===== config.mk =====
export PLATFORM = sky130hd
export DESIGN_NAME = mcu_io_port_bank
export DESIGN_NICKNAME = d
export VERILOG_FILES = /design/src/rtl/io_port_pkg.sv /design/src/rtl/irq_edge_detect.sv /design/src/rtl/mcu_io_port_bank.sv
export SDC_FILE = /design/constraint.sdc
export NUM_CORES = 1
export LEC_CHECK = 0
export ABC_AREA = 1
export BUFFER_PORTS_ARGS = -buffer_cell sky130_fd_sc_hd__buf_4
export CELL_PAD_IN_SITES_DETAIL_PLACEMENT = 1
export CELL_PAD_IN_SITES_GLOBAL_PLACEMENT = 1
export CORE_MARGIN = 3
export CORE_UTILIZATION = 40
export CTS_CLUSTER_DIAMETER = 150
export DETAILED_ROUTE_END_ITERATION = 10
export GPL_ROUTABILITY_DRIVEN = 0
export GPL_TIMING_DRIVEN = 0
export PLACE_DENSITY_LB_ADDON = 0.08
export REMOVE_ABC_BUFFERS = 1
export SLEW_MARGIN = 30
export SYNTH_ARGS = -nofsm -noshare
export SYNTH_HDL_FRONTEND = slang
export SYNTH_SLANG_ARGS = --single-unit

===== constraint.sdc =====
create_clock -name clock_i -period 3.2 [get_ports clock_i]
set_input_delay 0.48 -clock clock_i [delete_from_list [all_inputs] [get_ports clock_i]]
set_output_delay 0.48 -clock clock_i [all_outputs]
set_load 0.02 [all_outputs]

===== src/rtl/io_port_pkg.sv =====
// Shared constants, types and register map of the I/O port bank
package io_port_pkg;

	// ----------------------------------------------------------------
	// Geometry
	// ----------------------------------------------------------------
	localparam int NUM_PORTS = 6;
	localparam int ADDR_W    = 5;
	localparam int DATA_W    = 8;
	localparam int NUM_IRQ   = 4;
	localparam int NUM_PU    = 3;

	typedef logic [DATA_W-1:0] port_byte_t;
	typedef logic [ADDR_W-1:0] reg_addr_t;

	// Port slot indices (ports 0,1,3,4,5,6)
	localparam int IDX_P0 = 0;
	localparam int IDX_P1 = 1;
	localparam int IDX_P3 = 2;
	localparam int IDX_P4 = 3;
	localparam int IDX_P5 = 4;
	localparam int IDX_P6 = 5;

	// ----------------------------------------------------------------
	// Per-port bit masks, slot 5 first
	// ----------------------------------------------------------------
	localparam port_byte_t [NUM_PORTS-1:0] PORT_MASK =
		{8'hff, 8'h13, 8'hff, 8'h0f, 8'h2f, 8'hff};
	localparam port_byte_t [NUM_PORTS-1:0] ALT_MASK =
		{8'hff, 8'h13, 8'hfc, 8'h0e, 8'h2f, 8'h00};
	// Alternate functions that drive the pin
	localparam port_byte_t [NUM_PORTS-1:0] ALT_OUT_MASK =
		{8'h00, 8'h10, 8'h90, 8'h08, 8'h08, 8'h00};
	// Alternate functions that only sample the pin
	localparam port_byte_t [NUM_PORTS-1:0] ALT_IN_MASK =
		{8'hff, 8'h03, 8'h68, 8'h06, 8'h27, 8'h00};
	localparam port_byte_t [NUM_PORTS-1:0] ANALOG_MASK =
		{8'hff, 8'h00, 8'h00, 8'h00, 8'h00, 8'h00};

	// ----------------------------------------------------------------
	// Alternate function bit positions
	// ----------------------------------------------------------------
	localparam int P1_IRQ0_BIT = 0;
	localparam int P1_IRQ1_BIT = 1;
	localparam int P1_IRQ2_BIT = 2;
	localparam int P1_BUZ_BIT  = 3;
	localparam int P1_EC0_BIT  = 5;
	localparam int P3_ACLK_BIT = 1;
	localparam int P3_RX_BIT   = 2;
	localparam int P3_TX_BIT   = 3;
	localparam int P4_SCK_BIT  = 2;
	localparam int P4_SI_BIT   = 3;
	localparam int P4_SO_BIT   = 4;
	localparam int P4_ACLK_BIT = 5;
	localparam int P4_RX_BIT   = 6;
	localparam int P4_TX_BIT   = 7;
	localparam int P5_IRQ3_BIT = 0;
	localparam int P5_EC1_BIT  = 1;
	localparam int P5_T3_BIT   = 4;
	localparam int MISC_T3_SEL_BIT = 0;

	// ----------------------------------------------------------------
	// Register map
	// ----------------------------------------------------------------
	localparam reg_addr_t ADDR_DATA_BASE = 5'h00;
	localparam reg_addr_t ADDR_DIR_BASE  = 5'h06;
	localparam reg_addr_t ADDR_PU_BASE   = 5'h0c;
	localparam reg_addr_t ADDR_ALT_BASE  = 5'h0f;
	localparam reg_addr_t ADDR_IRQ_EDGE  = 5'h15;
	localparam reg_addr_t ADDR_MISC      = 5'h16;
	localparam port_byte_t RESET_BYTE    = 8'h00;
	localparam port_byte_t MISC_MASK     = 8'h01;

	// Pull-up slots map to ports 0, 1 and 4
	localparam int PU_SLOT_P0 = 0;
	localparam int PU_SLOT_P1 = 1;
	localparam int PU_SLOT_P4 = 2;

	typedef enum logic [1:0] {
		EDGE_OFF  = 2'h0,
		EDGE_RISE = 2'h1,
		EDGE_FALL = 2'h2,
		EDGE_BOTH = 2'h3
	} edge_sel_t;

	// Pin drive bundle, one per port
	typedef struct packed {
		port_byte_t level;
		port_byte_t oe_n;
	} pin_drive_t;

endpackage


===== src/rtl/irq_edge_detect.sv =====
// Edge detector for the external interrupt request lines
`timescale 1ns/1ps
module irq_edge_detect #(
	parameter int N = 4
) (
	// Clock and reset
	input  wire logic                         clock_i,
	input  wire logic                         srst_i,
	// Synchronised levels and configuration
	input  wire logic [N-1:0]                 level_i,
	input  wire logic [N-1:0]                 enable_i,
	input  wire io_port_pkg::edge_sel_t [N-1:0] mode_i,
	// Request pulses
	output logic [N-1:0]                      pulse_o
);
	import io_port_pkg::*;

	logic [N-1:0] prev_reg;
	logic         armed_reg;
	logic [N-1:0] pulse_reg;
	logic [N-1:0] pulse_next;

	// First cycle after reset only captures the level, so a level_i that is
	// already high does not look like a rising edge (a bank pin high through reset still does: its synchroniser resets to 0)
	always_ff @(posedge clock_i) begin
		if (srst_i) begin
			prev_reg  <= '0;
			armed_reg <= 1'b0;
		end else begin
			prev_reg  <= level_i;
			armed_reg <= 1'b1;
		end
	end

	always_comb begin
		for (int i = 0; i < N; i++) begin
			case (mode_i[i])
				EDGE_RISE: pulse_next[i] = level_i[i] & ~prev_reg[i];
				EDGE_FALL: pulse_next[i] = ~level_i[i] & prev_reg[i];
				EDGE_BOTH: pulse_next[i] = level_i[i] ^ prev_reg[i];
				default:   pulse_next[i] = 1'b0;
			endcase
			pulse_next[i] = pulse_next[i] & enable_i[i] & armed_reg;
		end
	end

	always_ff @(posedge clock_i) begin
		if (srst_i) begin
			pulse_reg <= '0;
		end else begin
			pulse_reg <= pulse_next;
		end
	end

	assign pulse_o = pulse_reg;

endmodule


===== src/rtl/mcu_io_port_bank.sv =====
// General-purpose I/O port bank with alternate function muxing
//
// Added by the designer: the placing of the registers and the plain strobed port.
`timescale 1ns/1ps

// Function
// A pin drives its latch value when its direction bit is 1 and is an input when it is 0.
// Direction is chosen bit by bit, independently for each pin.
// Ports 0, 1 and 4 each have a pull-up selection register; ports 3, 5 and 6 have none.
// Ports 0, 4 and 6 are 8 bits, port 1 is 5 bits, port 3 is 4 bits, port 5 has bits 0, 1, 4.
// Each of the four external interrupt inputs triggers on rising, falling or both edges.
// Port 1 carries interrupt inputs 0 to 2, the buzzer output and the timer 0 event input.
// Port 3 bits 1 to 3 carry the second serial channel clock in, receive in and transmit out.
// Port 4 carries the synchronous serial clock, data in, data out and the first channel.
// Port 5 carries interrupt input 3, the timer 2 event input and the timer 3 output.
// All port 6 pins can be handed to the converter as analog channels 0 to 7.
// The synchronous serial clock pin drives when the interface makes the clock, else listens.
// After reset every pin is an input with direction and pull-up bits cleared.
// An active peripheral output drives its shared pin in place of the port latch.
module mcu_io_port_bank (
	// Clock and reset
	input  wire logic                                            clock_i,
	input  wire logic                                            srst_i,
	// Register port
	input  wire io_port_pkg::reg_addr_t                          addr_i,
	input  wire io_port_pkg::port_byte_t                         wdata_i,
	input  wire logic                                            wr_i,
	input  wire logic                                            rd_i,
	output io_port_pkg::port_byte_t                              rdata_o,
	// Pins, slots 0..5 = ports 0,1,3,4,5,6
	input  wire io_port_pkg::port_byte_t [io_port_pkg::NUM_PORTS-1:0] pin_in_i,
	output io_port_pkg::pin_drive_t [io_port_pkg::NUM_PORTS-1:0]      pin_drive_o,
	// Pull-up controls
	output io_port_pkg::port_byte_t                              port_zero_pullup_select_o,
	output io_port_pkg::port_byte_t                              port_one_pullup_select_o,
	output io_port_pkg::port_byte_t                              port_four_pullup_select_o,
	// Peripheral outputs toward pins
	input  wire logic                                            buzzer_out_i,
	input  wire logic                                            async_tx_first_i,
	input  wire logic                                            async_tx_second_i,
	input  wire logic                                            sio_data_out_i,
	input  wire logic                                            sio_clock_out_i,
	input  wire logic                                            sio_clock_drive_i,
	input  wire logic                                            timer_three_pulse_out_i,
	input  wire logic                                            timer_three_compare_out_i,
	// Pin values toward peripherals
	output logic [io_port_pkg::NUM_IRQ-1:0]                      ext_irq_req_o,
	output logic                                                 event_count_in_zero_o,
	output logic                                                 event_count_in_one_o,
	output logic                                                 async_clock_in_first_o,
	output logic                                                 async_rx_first_o,
	output logic                                                 async_clock_in_second_o,
	output logic                                                 async_rx_second_o,
	output logic                                                 sio_clock_in_o,
	output logic                                                 sio_data_in_o,
	output io_port_pkg::port_byte_t                              analog_in_channels_o
);
	import io_port_pkg::*;

	// ----------------------------------------------------------------
	// Address decode
	// ----------------------------------------------------------------
	function automatic logic addr_hit(input reg_addr_t addr, input reg_addr_t base,
			input int count);
		reg_addr_t ofs;
		ofs = addr - base;
		return (addr >= base) && (int'(ofs) < count);
	endfunction

	function automatic logic [2:0] addr_slot(input reg_addr_t addr, input reg_addr_t base);
		reg_addr_t ofs;
		ofs = addr - base;
		return ofs[2:0];
	endfunction

	// ----------------------------------------------------------------
	// Registers
	// ----------------------------------------------------------------
	port_byte_t [NUM_PORTS-1:0] data_reg;
	port_byte_t [NUM_PORTS-1:0] dir_reg;
	port_byte_t [NUM_PORTS-1:0] alt_reg;
	port_byte_t [NUM_PU-1:0]    pu_reg;
	port_byte_t                 edge_reg;
	port_byte_t                 misc_reg;
	port_byte_t                 rdata_reg;
	port_byte_t                 rdata_next;

	logic wr_data;
	logic wr_dir;
	logic wr_alt;
	logic wr_pu;

	assign wr_data = wr_i && addr_hit(addr_i, ADDR_DATA_BASE, NUM_PORTS);
	assign wr_dir  = wr_i && addr_hit(addr_i, ADDR_DIR_BASE, NUM_PORTS);
	assign wr_alt  = wr_i && addr_hit(addr_i, ADDR_ALT_BASE, NUM_PORTS);
	assign wr_pu   = wr_i && addr_hit(addr_i, ADDR_PU_BASE, NUM_PU);

	// Unimplemented bits are masked on write so they never drive
	always_ff @(posedge clock_i) begin
		if (srst_i) begin
			data_reg <= '0;
		end else if (wr_data) begin
			data_reg[addr_slot(addr_i, ADDR_DATA_BASE)] <=
				wdata_i & PORT_MASK[addr_slot(addr_i, ADDR_DATA_BASE)];
		end
	end

	always_ff @(posedge clock_i) begin
		if (srst_i) begin
			dir_reg <= '0;
		end else if (wr_dir) begin
			dir_reg[addr_slot(addr_i, ADDR_DIR_BASE)] <=
				wdata_i & PORT_MASK[addr_slot(addr_i, ADDR_DIR_BASE)];
		end
	end

	always_ff @(posedge clock_i) begin
		if (srst_i) begin
			pu_reg <= '0;
		end else if (wr_pu) begin
			pu_reg[addr_slot(addr_i, ADDR_PU_BASE)] <= wdata_i;
		end
	end

	always_ff @(posedge clock_i) begin
		if (srst_i) begin
			alt_reg <= '0;
		end else if (wr_alt) begin
			alt_reg[addr_slot(addr_i, ADDR_ALT_BASE)] <=
				wdata_i & ALT_MASK[addr_slot(addr_i, ADDR_ALT_BASE)];
		end
	end

	always_ff @(posedge clock_i) begin
		if (srst_i) begin
			edge_reg <= RESET_BYTE;
			misc_reg <= RESET_BYTE;
		end else if (wr_i && addr_i == ADDR_IRQ_EDGE) begin
			edge_reg <= wdata_i;
		end else if (wr_i && addr_i == ADDR_MISC) begin
			misc_reg <= wdata_i & MISC_MASK;
		end
	end

	assign port_zero_pullup_select_o = pu_reg[PU_SLOT_P0] & PORT_MASK[IDX_P0];
	assign port_one_pullup_select_o  = pu_reg[PU_SLOT_P1] & PORT_MASK[IDX_P1];
	assign port_four_pullup_select_o = pu_reg[PU_SLOT_P4] & PORT_MASK[IDX_P4];

	// ----------------------------------------------------------------
	// Pin input synchroniser
	// ----------------------------------------------------------------
	port_byte_t [NUM_PORTS-1:0] pin_meta_reg;
	port_byte_t [NUM_PORTS-1:0] pin_sync_reg;

	always_ff @(posedge clock_i) begin
		if (srst_i) begin
			pin_meta_reg <= '0;
			pin_sync_reg <= '0;
		end else begin
			pin_meta_reg <= pin_in_i;
			pin_sync_reg <= pin_meta_reg;
		end
	end

	// ----------------------------------------------------------------
	// Pin drive
	// ----------------------------------------------------------------
	port_byte_t [NUM_PORTS-1:0] periph_level;
	port_byte_t [NUM_PORTS-1:0] out_oe;

	always_comb begin
		periph_level = '0;
		periph_level[IDX_P1][P1_BUZ_BIT] = buzzer_out_i;
		periph_level[IDX_P3][P3_TX_BIT]  = async_tx_second_i;
		periph_level[IDX_P4][P4_SO_BIT]  = sio_data_out_i;
		periph_level[IDX_P4][P4_TX_BIT]  = async_tx_first_i;
		periph_level[IDX_P4][P4_SCK_BIT] = sio_clock_out_i;
		periph_level[IDX_P5][P5_T3_BIT]  = misc_reg[MISC_T3_SEL_BIT] ?
			timer_three_compare_out_i : timer_three_pulse_out_i;
	end

	always_comb begin
		for (int p = 0; p < NUM_PORTS; p++) begin
			out_oe[p] = dir_reg[p] & PORT_MASK[p];
			// Input-only alternates and analog pins stay undriven
			out_oe[p] = out_oe[p] & ~(alt_reg[p] & ALT_IN_MASK[p]);
			out_oe[p] = out_oe[p] | (alt_reg[p] & ALT_OUT_MASK[p]);
		end
		// Clock pin direction follows whoever makes the clock
		if (alt_reg[IDX_P4][P4_SCK_BIT]) begin
			out_oe[IDX_P4][P4_SCK_BIT] = sio_clock_drive_i;
		end
	end

	always_comb begin
		for (int p = 0; p < NUM_PORTS; p++) begin
			pin_drive_o[p].oe_n  = ~out_oe[p];
			pin_drive_o[p].level = (data_reg[p] & ~alt_reg[p])
				| (periph_level[p] & alt_reg[p]);
		end
	end

	// ----------------------------------------------------------------
	// Alternate inputs toward peripherals
	// ----------------------------------------------------------------
	assign event_count_in_zero_o   = pin_sync_reg[IDX_P1][P1_EC0_BIT];
	assign event_count_in_one_o    = pin_sync_reg[IDX_P5][P5_EC1_BIT];
	assign async_clock_in_second_o = pin_sync_reg[IDX_P3][P3_ACLK_BIT];
	assign async_rx_second_o       = pin_sync_reg[IDX_P3][P3_RX_BIT];
	assign sio_clock_in_o          = pin_sync_reg[IDX_P4][P4_SCK_BIT];
	assign sio_data_in_o           = pin_sync_reg[IDX_P4][P4_SI_BIT];
	assign async_clock_in_first_o  = pin_sync_reg[IDX_P4][P4_ACLK_BIT];
	assign async_rx_first_o        = pin_sync_reg[IDX_P4][P4_RX_BIT];
	assign analog_in_channels_o    = alt_reg[IDX_P6];

	// ----------------------------------------------------------------
	// External interrupts
	// ----------------------------------------------------------------
	logic [NUM_IRQ-1:0]      irq_level;
	logic [NUM_IRQ-1:0]      irq_enable;
	edge_sel_t [NUM_IRQ-1:0] irq_mode;

	always_comb begin
		irq_level  = {pin_sync_reg[IDX_P5][P5_IRQ3_BIT], pin_sync_reg[IDX_P1][P1_IRQ2_BIT],
			pin_sync_reg[IDX_P1][P1_IRQ1_BIT], pin_sync_reg[IDX_P1][P1_IRQ0_BIT]};
		irq_enable = {alt_reg[IDX_P5][P5_IRQ3_BIT], alt_reg[IDX_P1][P1_IRQ2_BIT],
			alt_reg[IDX_P1][P1_IRQ1_BIT], alt_reg[IDX_P1][P1_IRQ0_BIT]};
		for (int i = 0; i < NUM_IRQ; i++) begin
			irq_mode[i] = edge_sel_t'(edge_reg[2*i +: 2]);
		end
	end

	irq_edge_detect #(
		.N (NUM_IRQ)
	) u_irq_edge (
		.clock_i  (clock_i),
		.srst_i   (srst_i),
		.level_i  (irq_level),
		.enable_i (irq_enable),
		.mode_i   (irq_mode),
		.pulse_o  (ext_irq_req_o)
	);

	// ----------------------------------------------------------------
	// Read path
	// ----------------------------------------------------------------
	// Output bits read back the latch, inputs read the pin; analog pins
	// read zero since their digital buffer is given over to the converter
	always_comb begin
		rdata_next = RESET_BYTE;
		if (addr_hit(addr_i, ADDR_DATA_BASE, NUM_PORTS)) begin
			for (int p = 0; p < NUM_PORTS; p++) begin
				if (addr_slot(addr_i, ADDR_DATA_BASE) == 3'(p)) begin
					rdata_next = ((data_reg[p] & dir_reg[p])
						| (pin_sync_reg[p] & ~dir_reg[p]))
						& PORT_MASK[p] & ~(alt_reg[p] & ANALOG_MASK[p]);
				end
			end
		end else if (addr_hit(addr_i, ADDR_DIR_BASE, NUM_PORTS)) begin
			rdata_next = dir_reg[addr_slot(addr_i, ADDR_DIR_BASE)];
		end else if (addr_hit(addr_i, ADDR_PU_BASE, NUM_PU)) begin
			rdata_next = pu_reg[addr_slot(addr_i, ADDR_PU_BASE)];
		end else if (addr_hit(addr_i, ADDR_ALT_BASE, NUM_PORTS)) begin
			rdata_next = alt_reg[addr_slot(addr_i, ADDR_ALT_BASE)];
		end else if (addr_i == ADDR_IRQ_EDGE) begin
			rdata_next = edge_reg;
		end else if (addr_i == ADDR_MISC) begin
			rdata_next = misc_reg;
		end
	end

	always_ff @(posedge clock_i) begin
		if (srst_i) begin
			rdata_reg <= RESET_BYTE;
		end else begin
			rdata_reg <= rd_i ? rdata_next : RESET_BYTE;
		end
	end

	assign rdata_o = rdata_reg;

	// ----------------------------------------------------------------
	// Checks
	// ----------------------------------------------------------------
	AST_RESET_ALL_INPUT: assert property (@(posedge clock_i)
		$past(srst_i) |-> (pin_drive_o[IDX_P0].oe_n == 8'hff && pin_drive_o[IDX_P6].oe_n == 8'hff
			&& port_four_pullup_select_o == 8'h00))
		else $error("pins not all inputs after reset");

	AST_DIR_OUTPUT: assert property (@(posedge clock_i) disable iff (srst_i)
		(wr_i && addr_i == ADDR_DIR_BASE) |=> pin_drive_o[IDX_P0].oe_n == ~$past(wdata_i))
		else $error("port 0 direction not applied");

	AST_DIR_PER_BIT: assert property (@(posedge clock_i) disable iff (srst_i)
		(wr_i && addr_i == ADDR_DIR_BASE + 5'h05 && alt_reg[IDX_P6] == 8'h00 && !wr_alt)
		|=> pin_drive_o[IDX_P6].oe_n == ~$past(wdata_i))
		else $error("port 6 per-bit direction wrong");

	AST_PULLUP_WRITE: assert property (@(posedge clock_i) disable iff (srst_i)
		(wr_i && addr_i == ADDR_PU_BASE + 5'h01) |=>
			port_one_pullup_select_o == ($past(wdata_i) & PORT_MASK[IDX_P1]))
		else $error("port 1 pull-up select not applied");

	AST_NARROW_PORTS: assert property (@(posedge clock_i) disable iff (srst_i)
		(pin_drive_o[IDX_P1].oe_n | PORT_MASK[IDX_P1]) == 8'hff
		&& (pin_drive_o[IDX_P3].oe_n | PORT_MASK[IDX_P3]) == 8'hff
		&& (pin_drive_o[IDX_P5].oe_n | PORT_MASK[IDX_P5]) == 8'hff)
		else $error("unimplemented pin driven");

	AST_IRQ0_RISE: assert property (@(posedge clock_i) disable iff (srst_i)
		($rose(pin_sync_reg[IDX_P1][P1_IRQ0_BIT]) && !$past(srst_i) && irq_enable[0]
			&& irq_mode[0] == EDGE_RISE) |=> ext_irq_req_o[0])
		else $error("rising edge on interrupt 0 missed");

	AST_IRQ3_FALL: assert property (@(posedge clock_i) disable iff (srst_i)
		($fell(pin_sync_reg[IDX_P5][P5_IRQ3_BIT]) && !$past(srst_i) && irq_enable[3]
			&& irq_mode[3] != EDGE_RISE && irq_mode[3] != EDGE_OFF) |=> ext_irq_req_o[3])
		else $error("falling edge on interrupt 3 missed");

	AST_IRQ_NO_FALSE: assert property (@(posedge clock_i) disable iff (srst_i)
		(irq_mode[0] == EDGE_RISE && !$rose(pin_sync_reg[IDX_P1][P1_IRQ0_BIT]))
		|=> !ext_irq_req_o[0])
		else $error("interrupt 0 pulse without rising edge");

	AST_BUZZER_DRIVES: assert property (@(posedge clock_i) disable iff (srst_i)
		alt_reg[IDX_P1][P1_BUZ_BIT] |-> (!pin_drive_o[IDX_P1].oe_n[P1_BUZ_BIT]
			&& pin_drive_o[IDX_P1].level[P1_BUZ_BIT] == buzzer_out_i))
		else $error("buzzer not driving its pin");

	AST_TX_SECOND: assert property (@(posedge clock_i) disable iff (srst_i)
		alt_reg[IDX_P3][P3_TX_BIT] |-> pin_drive_o[IDX_P3].level[P3_TX_BIT] == async_tx_second_i)
		else $error("second transmit not on its pin");

	AST_SO_DRIVES: assert property (@(posedge clock_i) disable iff (srst_i)
		alt_reg[IDX_P4][P4_SO_BIT] |-> (!pin_drive_o[IDX_P4].oe_n[P4_SO_BIT]
			&& pin_drive_o[IDX_P4].level[P4_SO_BIT] == sio_data_out_i))
		else $error("serial data out not on its pin");

	AST_SCK_DIRECTION: assert property (@(posedge clock_i) disable iff (srst_i)
		alt_reg[IDX_P4][P4_SCK_BIT] |->
			pin_drive_o[IDX_P4].oe_n[P4_SCK_BIT] == !sio_clock_drive_i)
		else $error("serial clock pin direction wrong");

	AST_ANALOG_UNDRIVEN: assert property (@(posedge clock_i) disable iff (srst_i)
		(pin_drive_o[IDX_P6].oe_n | ~alt_reg[IDX_P6]) == 8'hff)
		else $error("analog pin driven");

endmodule


# Word level (Yosys, flattened, before mapping)
# Memories as Yosys holds them, arrays and structs flattened.
# Index checks and enable logic that the tools add are counted.
# W data, S select, Z words.
# word_totals
reg_bits	272
rom_bits	192
input_bits	73
out_inout_bits	148
elab_cells	233
memories	3
# memory_table
name	depth	word_bits	read_ports	rd_clocked_by_memory_dff	write_ports	line_no	rtl
(name not given)	8	8	1	0	0	mcu_io_port_bank.sv:130	wdata_i & ALT_MASK[addr_slot(addr_i, ADDR_ALT_BASE)];
(name not given)	8	8	1	0	0	mcu_io_port_bank.sv:113	wdata_i & PORT_MASK[addr_slot(addr_i, ADDR_DIR_BASE)];
(name not given)	8	8	1	0	0	mcu_io_port_bank.sv:104	wdata_i & PORT_MASK[addr_slot(addr_i, ADDR_DATA_BASE)];
# op_classes
add_sub_neg	3
n_lt_le_gt_ge	16
n_eq_ne	19
n_mux	40
n_bitwise	96
reduce_logical	17
# op_table
operator	count
$mux W8	21
$and A8 B8 Y8	19
$bwmux W48	3
$not A8 Y8	14
$demux W8 S3	3
$or A8 B8 Y8	8
$bmux W8 S3	2
$and A4 B8 Y8	3
$bwmux W24	1
$and A1 B1 Y1	16
$and A5 B8 Y8	2
$bmux W8 S2	1
$demux W8 S2	1
$eq A2 B2 Y1 const B	8
$or A8 B4 Y8	2
$lt A5 B3 Y1 const B	3
$logic_and A1 B1 Y1	14
$and A6 B6 Y6	2
$ge A3 B1 Y1 const B	4
$lt A3 B4 Y1 const B	3
$pmux W1 S3	4
$and A5 B5 Y5	2
$eq A5 B5 Y1 const B	2
$ge A5 B4 Y1 const B	2
other kinds (29)	51

# Logic depth before layout (Yosys ltp)
# Gate-level depths: netlist of run 1.
# depth
word_depth	10
depth_mapped	15
mapped_depth_nobuf	15

# Hierarchy
# A second synthesis of run 1 with hierarchy kept.
# unflattened
hier_cells	1790
area_unflattened_um2	12389.4
# modules_own_cells
module	n_inst	cells_each	area_per_inst_um2	seq_area_each_um2
mcu_io_port_bank	1	1714	11880.1	5144.9
irq_edge_detect	1	76	509.2	180.2

# Worst setup path after synthesis of run 1
# No wires, ideal clock.
# synth_timing
path_type	input -> register
start	in addr_i[1]
end	reg alt_reg[14] (netlist name)
setup_time_ns	0.119
arrival_ns	2.496
t_required_ns	3.081
setup_slack_ns	0.585
stages	14
path_buffers	4
cell_sequence	buf_2 inv_1 clkbuf_1 ha_1 buf_2 nand2_1 nand2_1 nor2_2 nand2_4 nor2_8 nand3_2 buf_2 o21ai_1 a21oi_1
# synth_via
elab_chain_len	6
word_cells_on_any_way	14
cone_classes	add/sub (1); order compare (4); mux (4); bitwise (1); reduce/logical (3); memory (1)
# synth_lines
item	line_no	rtl
start, declared	mcu_io_port_bank.sv:25	input wire io_port_pkg::reg_addr_t addr_i,
$sub A5 B4 Y5	mcu_io_port_bank.sv:72	ofs = addr - base;
$lt A3 B4 Y1 (not written as such) / $ge A3 B1 Y1 (equally long branches)	mcu_io_port_bank.sv:129	alt_reg[addr_slot(addr_i, ADDR_ALT_BASE)] <=
$logic_and A1 B1 Y1 (not written as such)	mcu_io_port_bank.sv:129	
$mux W8 (not written as such)	mcu_io_port_bank.sv:129	
$demux W8 S3	mcu_io_port_bank.sv:129	
$bwmux W48	mcu_io_port_bank.sv:129	
end signal, assigned by index	mcu_io_port_bank.sv:129	
end, declared	mcu_io_port_bank.sv:81	port_byte_t [NUM_PORTS-1:0] alt_reg;
# Parallel ways exist; a longest one is shown, timed or not. The select of a mux whose other input is x is not followed.
# A chain may end at the register's enable or synchronous reset.

# Worst setup path in the final report of run 1
# layout_timing
start	in addr_i[0]
end	reg rdata_reg[4], in the netlist rdata_o[4]
# layout_via
elab_chain_len	8
word_cells_on_any_way	39
cone_classes	add/sub (3); order compare (8); eq/ne (6); mux (17); reduce/logical (5)
# layout_lines
item	line_no	rtl
parallel branches: the longest is 7 deep, another holds $sub A5 B4 Y5	n/a	
$mux W8 (*)	mcu_io_port_bank.sv:251	if (addr_hit(addr_i, ADDR_DATA_BASE, NUM_PORTS)) begin
end signal, assigned	mcu_io_port_bank.sv:276	rdata_reg <= rd_i ? rdata_next : RESET_BYTE;
end, declared	mcu_io_port_bank.sv:85	port_byte_t rdata_reg;
# Every way passes the cells marked *. The select of a mux whose other input is x is not followed.

==> results of run 1 <==
[synth_stat cells (all sizes together)]
master / n / share of area, %
buf: 72 / 4.0
inv: 273 / 8.4
o211ai: 5 / 0.31
o2111ai: 4 / 0.29
clkbuf: 41 / 1.3
o22ai: 1 / 0.051
dfxtp: 266 / 43
a21oi: 203 / 8.4
nor3: 17 / 0.83
clkinv: 3 / 0.092
o21a: 2 / 0.12
nand4: 1 / 0.051
nor2: 255 / 8.4
a211oi: 16 / 1.3
a311oi: 4 / 0.29
mux2i: 2 / 0.16
o21ai: 201 / 8.2
ha: 22 / 2.2
conb: 2 / 0.061
nand3: 67 / 3.1
nand2: 283 / 8.9
mux2: 1 / 0.092
[routing by layer]
metal	part of all wire (%)	wire [um]	vias up	GRT usage, %
li1	-	-	5738	-
met5	0	0	-	0
met1	43	20100	5753	37.0
met2	47	21700	420	45.1
met4	3.6	1660	0	9.20
met3	6.6	3080	91	4.11
[placed cells by master, fill, tap and decap left out, types with 4 or more instances in the layout]
cell type	Yosys	routed
a211oi_1	8	8
a211oi_2	8	8
a21oi_1	200	200
a311oi_1	4	4
buf_4	45	191
bufinv_16	0	5
clkbuf_16	0	31
clkbuf_8	0	6
clkinv_2	0	9
conb_1	2	15
dfxtp_1	266	266
ha_1	22	22
inv_1	260	260
inv_2	13	12
nand2_1	272	272
nand2_2	10	10
nand3_1	61	61
nand3_2	4	4
nor2_1	242	241
nor2_2	8	9
nor3_1	15	14
o2111ai_1	4	4
o211ai_1	5	5
o21ai_0	148	148
o21ai_1	53	53
[timing repair]
item                                    CTS  global route
resized for setup                         1             2
pin swaps                                 0             0
endpoints found under the setup margin   38            36
hold buffers                              0             0
[per-stage QoR]
stage	worst slack, ns	std cells	hold WS, ns	utilization, %	cell area [sq um]
3_5_place_dp	-0.832	2225	0.397	45.6	13600
3_3_place_gp	-3.42	2224	0.389	45.4	13600
6_report	0.173	2283	0.112	49.3	14800
5_1_grt	0.0328	2282	0.107	49.3	14800
2_1_floorplan	0.364	1641	0.388	-	11700
4_1_cts	0.0515	2281	0.0982	49.2	14700
[cell type report]
cell class	instances	area, sq um	area share [%]
flip-flops and latches	266	5330	36.0
multi-input cells	1099	5310	36.0
repair buffers	195	1510	10.2
inverters	276	1050	7.08
clock buffers	37	848	5.74
well taps	390	488	3.30
clock inverters	19	235	1.59
diodes	1	2.50	0.0169
[power breakdown]
group          internal [uW]  switching (uW)
clock network           2280            1460
logic                    233             570
registers               3390            41.7
[worst max-delay path, delay by kind of cell]
family	cells	cell delay (ns)
buffers and inverters	2	0.84
AO/OA/AOI/OAI	1	0.18
adder cells (fa/ha/maj)	1	0.53
AND/OR/NAND/NOR	8	1.36
[cells by family after synthesis]
| logic type | after synthesis |
|---|---|
| flip-flops | 266 |
| buffers and inverters | 389 |
| AO/OA/AOI/OAI | 436 |
| adder cells (fa/ha/maj) | 22 |
| multiplexers | 3 |
| other | 2 |
| AND/OR/NAND/NOR | 623 |
[worst paths after layout]
| path | startpoint | endpoint | slack (ns) | depth (start not counted) |
|---|---|---|---|---|
| setup / recovery | addr_i[0] | rdata_o[4] | 0.17 | 12 |
| hold / removal | pin_in_i[42] | pin_meta_reg[42] | 0.11 | 3 |
| setup reg to reg | dir_reg[4] | rdata_o[4] | 1.48 | 8 |
| hold reg to reg | pin_meta_reg[11] | pin_sync_reg[11] | 0.40 | 2 |
==> impl_results.md, run 1 <==
* H-tree Lvls at 1
* CP Class: in -> reg
* Setup crit end kind: flop
* Max FO, Critical Path at 84
* Post-CTS setup buffers at 0
* Critical-path cell list: clkbuf_8 -> inv_6 -> ha_1 -> nor2_2 -> nand3_1 -> nand3_1 -> nand2_1 -> nand2_1 -> nand2_1 -> nand2_1 -> nand2_1 -> a21oi_1
* PortBufs at 193
* Post-DRT Antenna Nets at 0
* Cell area after synthesis at 12300 sq um
* Worst-Skew Late Latency at 0.57 ns
* Final worst path period need at 3.03 ns
* Clk sinks at 266
* Pwr dens at 540 nW/um^2
* Multiplexer area fraction after synthesis at 0.255%
* RSZ-0062 raised after global routing: no
* Share of cells above drive strength 1 at 16.4%
* CTS max path bufs at 3
* FF+latch count, synth at 266
* Largest family of logic cells by synthesized area: simple AND/OR/NAND/NOR gates
* Overall global routing resource usage at 27.4%
* Total CTS buffers at 30
* Status: finished clean
* Fin crit share at 94.6%
* Maximum VDD drop at 356 uV
* Detailed Route WL at 46.6 mm
* Root buf cell: clkbuf_16
* Die span in x at 181 um
* Number of synthesis warnings at 0
* Wirelength per Cell at 20.4 um
* Initial DRC count at 844
* Vias at 12000
* Slew @ Worst Pin at 0.911 ns
* Final Skew at 0.0171 ns
* Final hold viol count at 0
* Startpoint Class: input pin
* Total power draw at 7970 uW
* Global-route wire length before repair at 69.2 mm
* Cell mode on critical path: nand2_1
* Synth-to-layout area growth at 20.5%
* # IOs at 221
* Crit-path slowest cell: ha_1
* Setup TNS Final at 0 ns
* Nets@finish at 1963
* Vias per Instance at 5.26
* Initial antenna violation count at 0
* CP Data Required Time at 3.68 ns
* Total gr overflow at 0
* Fin. max-slew vios at 0
* Post-synth cell types at 38
* Adder-cell share of the synthesized area at 2.25%
* Post-DP HPWL at 34.1 mm
* Initial Util at 40.9%
* Vert. Die Dim at 181 um
* Largest net degree at the start of global routing at 114
* Syn Inst Count at 1741
* Vias in the first global route at 11600
* Num rows at 63
* Max-slew headroom at 38.9%
* Mean post-synth cell area at 7.04 sq um
* Pre-antenna DRT Iters at 5
* Post-Synth XOR/XNOR Area at 0%
* Fillers at 3848
* Max Cap Viol at 0
* Worst min-delay path category: in -> reg
* Clock-pin slew on the worst setup and hold paths at 0.06 ns
* Setup violators final at 0
* Crit path largest cell delay at 0.53 ns
* Peak Freq at 330 MHz
* Leak at 0.00664 uW
* TritonCTS clock tree: built
* Compound-Gate Fraction of Synth Area at 18.9%
* Die footprint at 32800 sq um
* CP arrival at 3.50 ns
* Number of remaining DRC errors at 0
* Part of the Yosys area used for sequential elements at 43.4%
* Core area at 30000 sq um
* Simple-gate share of the synthesized area at 21.3%
Power figures use the tool's default switching activity.
==> run 2: changes to the inputs <==
==> constraint.sdc (replaced) <==
create_clock -name clock_i -period 3.09 [get_ports clock_i]
set_input_delay 0.4635 -clock clock_i [delete_from_list [all_inputs] [get_ports clock_i]]
set_output_delay 0.4635 -clock clock_i [all_outputs]
set_load 0.02 [all_outputs]
==> impl_results.md, run 2 (synthesis results as in run 1) <==
* Final hold viol count at 0
* Die span in x at 181 um
* Root buf cell: clkbuf_16
* Setup violators final at 0
* CP Class: in -> reg
* Vias in the first global route at 11600
* Commonest non-fill, non-tap cell in the layout: nand2_1
* CP arrival at 3.41 ns
* RSZ-0062 raised after global routing: no
* Reg2Reg Depth at 8
* Clock-pin slew on the worst setup and hold paths at 0.06 ns
* Flop-to-flop setup slack at 1.37 ns
* Overall global routing resource usage at 27.4%
* Slew @ Worst Pin at 0.911 ns
* Placed insts at 2225
* Reg2reg start: dir_reg[4]
* Total CTS buffers at 30
* Post-CTS setup buffers at 0
* Nets@finish at 1963
* Number of remaining DRC errors at 0
* Crit path largest cell delay at 0.53 ns
* DRT met1 WL at 20.1 mm
* Setup crit end kind: flop
* CTS resizes at 2
* WHS at 0.0956 ns
* Cell mode on critical path: nand2_1
* PortBufs at 193
* Reg-to-Reg End: rdata_o[4]
* Largest net degree at the start of global routing at 114
* Post-DP HPWL at 34.1 mm
* Critical-path cell list: buf_8 -> inv_6 -> ha_1 -> nor2_2 -> nand3_1 -> nand3_1 -> nand2_1 -> nand2_1 -> nand2_1 -> nand2_1 -> nand2_1 -> a21oi_1
* Worst min-delay path category: in -> reg
* Maximum VDD drop at 369 uV
* Worst Path Buf+Inv at 2
* Final worst path period need at 2.94 ns
* Metal3 WL at 3.08 mm
* CTS max path bufs at 3
* Routed wl met2 at 21.7 mm
* Worst-Skew Late Latency at 0.57 ns
* Total power draw at 8250 uW
* Hold Path Sink: pin_meta_reg[42]
* Vias at 12000
* Synth-to-layout area growth at 20.5%
* Max FO, Critical Path at 84
* Most frequent cells in the layout: nand2_1, dfxtp_1, inv_1, nor2_1, a21oi_1
* Min-delay src: pin_in_i[42]
* Die footprint at 32800 sq um
* Pre-antenna DRT Iters at 5
* Share of cells above drive strength 1 at 16.4%
* Detailed Route WL at 46.6 mm
* Crit-path slowest cell: ha_1
* Initial antenna violation count at 0
* Peak Freq at 340 MHz
* Startpoint Class: input pin
* H-tree Lvls at 1
* Fin crit share at 95.1%
* Post-DRT Antenna Nets at 0
* Global-route wire length before repair at 69.2 mm
* Setup TNS Final at 0 ns
* Status: finished clean
* # IOs at 221
* Largest delay share family, worst path: simple AND/OR/NAND/NOR gates
* CP Data Required Time at 3.57 ns
* Max Cap Viol at 0
* Final Skew at 0.0171 ns
* Top Layer Used: met4
* Max-slew headroom at 38.9%
* Wirelength per Cell at 20.4 um
* Total gr overflow at 0
* Clk sinks at 266
* Core area at 30000 sq um
* Fin. max-slew vios at 0
* Vias per Instance at 5.26
* Vert. Die Dim at 181 um
* Pwr dens at 559 nW/um^2
* Hold Path Depth at 3
* End-of-flow core utilization at 49.3%
* Initial DRC count at 844
* Post-Layout Cell Count at 2283
* TritonCTS clock tree: built
* Leak at 0.00664 uW
* Num rows at 63
* Post-CTS Hold Buffers at 0
* Initial Util at 40.9%
==> run 2: changes by cell type in the layout (fill, tap and decap cells not counted), sizes merged <==
cell / previous run / this run
buf: 194 / 195
clkbuf: 38 / 37
==> run 2: metrics by stage <==
step	area, sq um	setup slack [ns]
CTS	14700	0.102
detailed placement	13600	-0.925
floorplan	11700	0.270
global route	14800	0.0151
finish	14800	0.152
global placement	13600	-3.52
==> run 2: routing by layer <==
layer / track usage (%) / vias up
li1: - / 5738
met1: 37.0 / 5753
met2: 45.1 / 420
met3: 4.11 / 91
met4: 9.20 / 0
met5: 0 / -
==> run 2: area by class of cell <==
class	count	area, sq um
diodes	1	2.50
clock buffers	37	848
clock inverters	19	235
fillers	3847	15200
inverters	276	1050
multi-input cells	1099	5310
flip-flops and latches	266	5330
well taps	390	488
repair buffers	195	1520
==> run 2: report_power, final <==
group	total, uW	internal [uW]	switching [uW]
sequential	3550	3510	43.2
clock	3870	2360	1510
combinational	832	241	590
total	8250	6110	2140
==> run 2: worst reg2reg max path, cell delays in order (launching register included) <==
cell	delay, ns
dfxtp_1	0.29
inv_1	0.31
nand2_1	0.15
o21a_1	0.13
o21ai_1	0.14
nand2_1	0.13
nand4_1	0.18
nand2_1	0.11
a21oi_1	0.20
==> run 2: how the worst max path moves through the flow <==
stage | cells past startpoint | startpoint | end
after floorplan | 5 | srst_i | u_irq_edge.pulse_o[1]
after global placement | 6 | srst_i | rdata_o[6]
after detailed placement | 12 | addr_i[0] | rdata_o[5]
after CTS | 12 | addr_i[0] | rdata_o[5]
after global routing | 11 | addr_i[0] | alt_reg[0]
final | 12 | addr_i[0] | rdata_o[4]
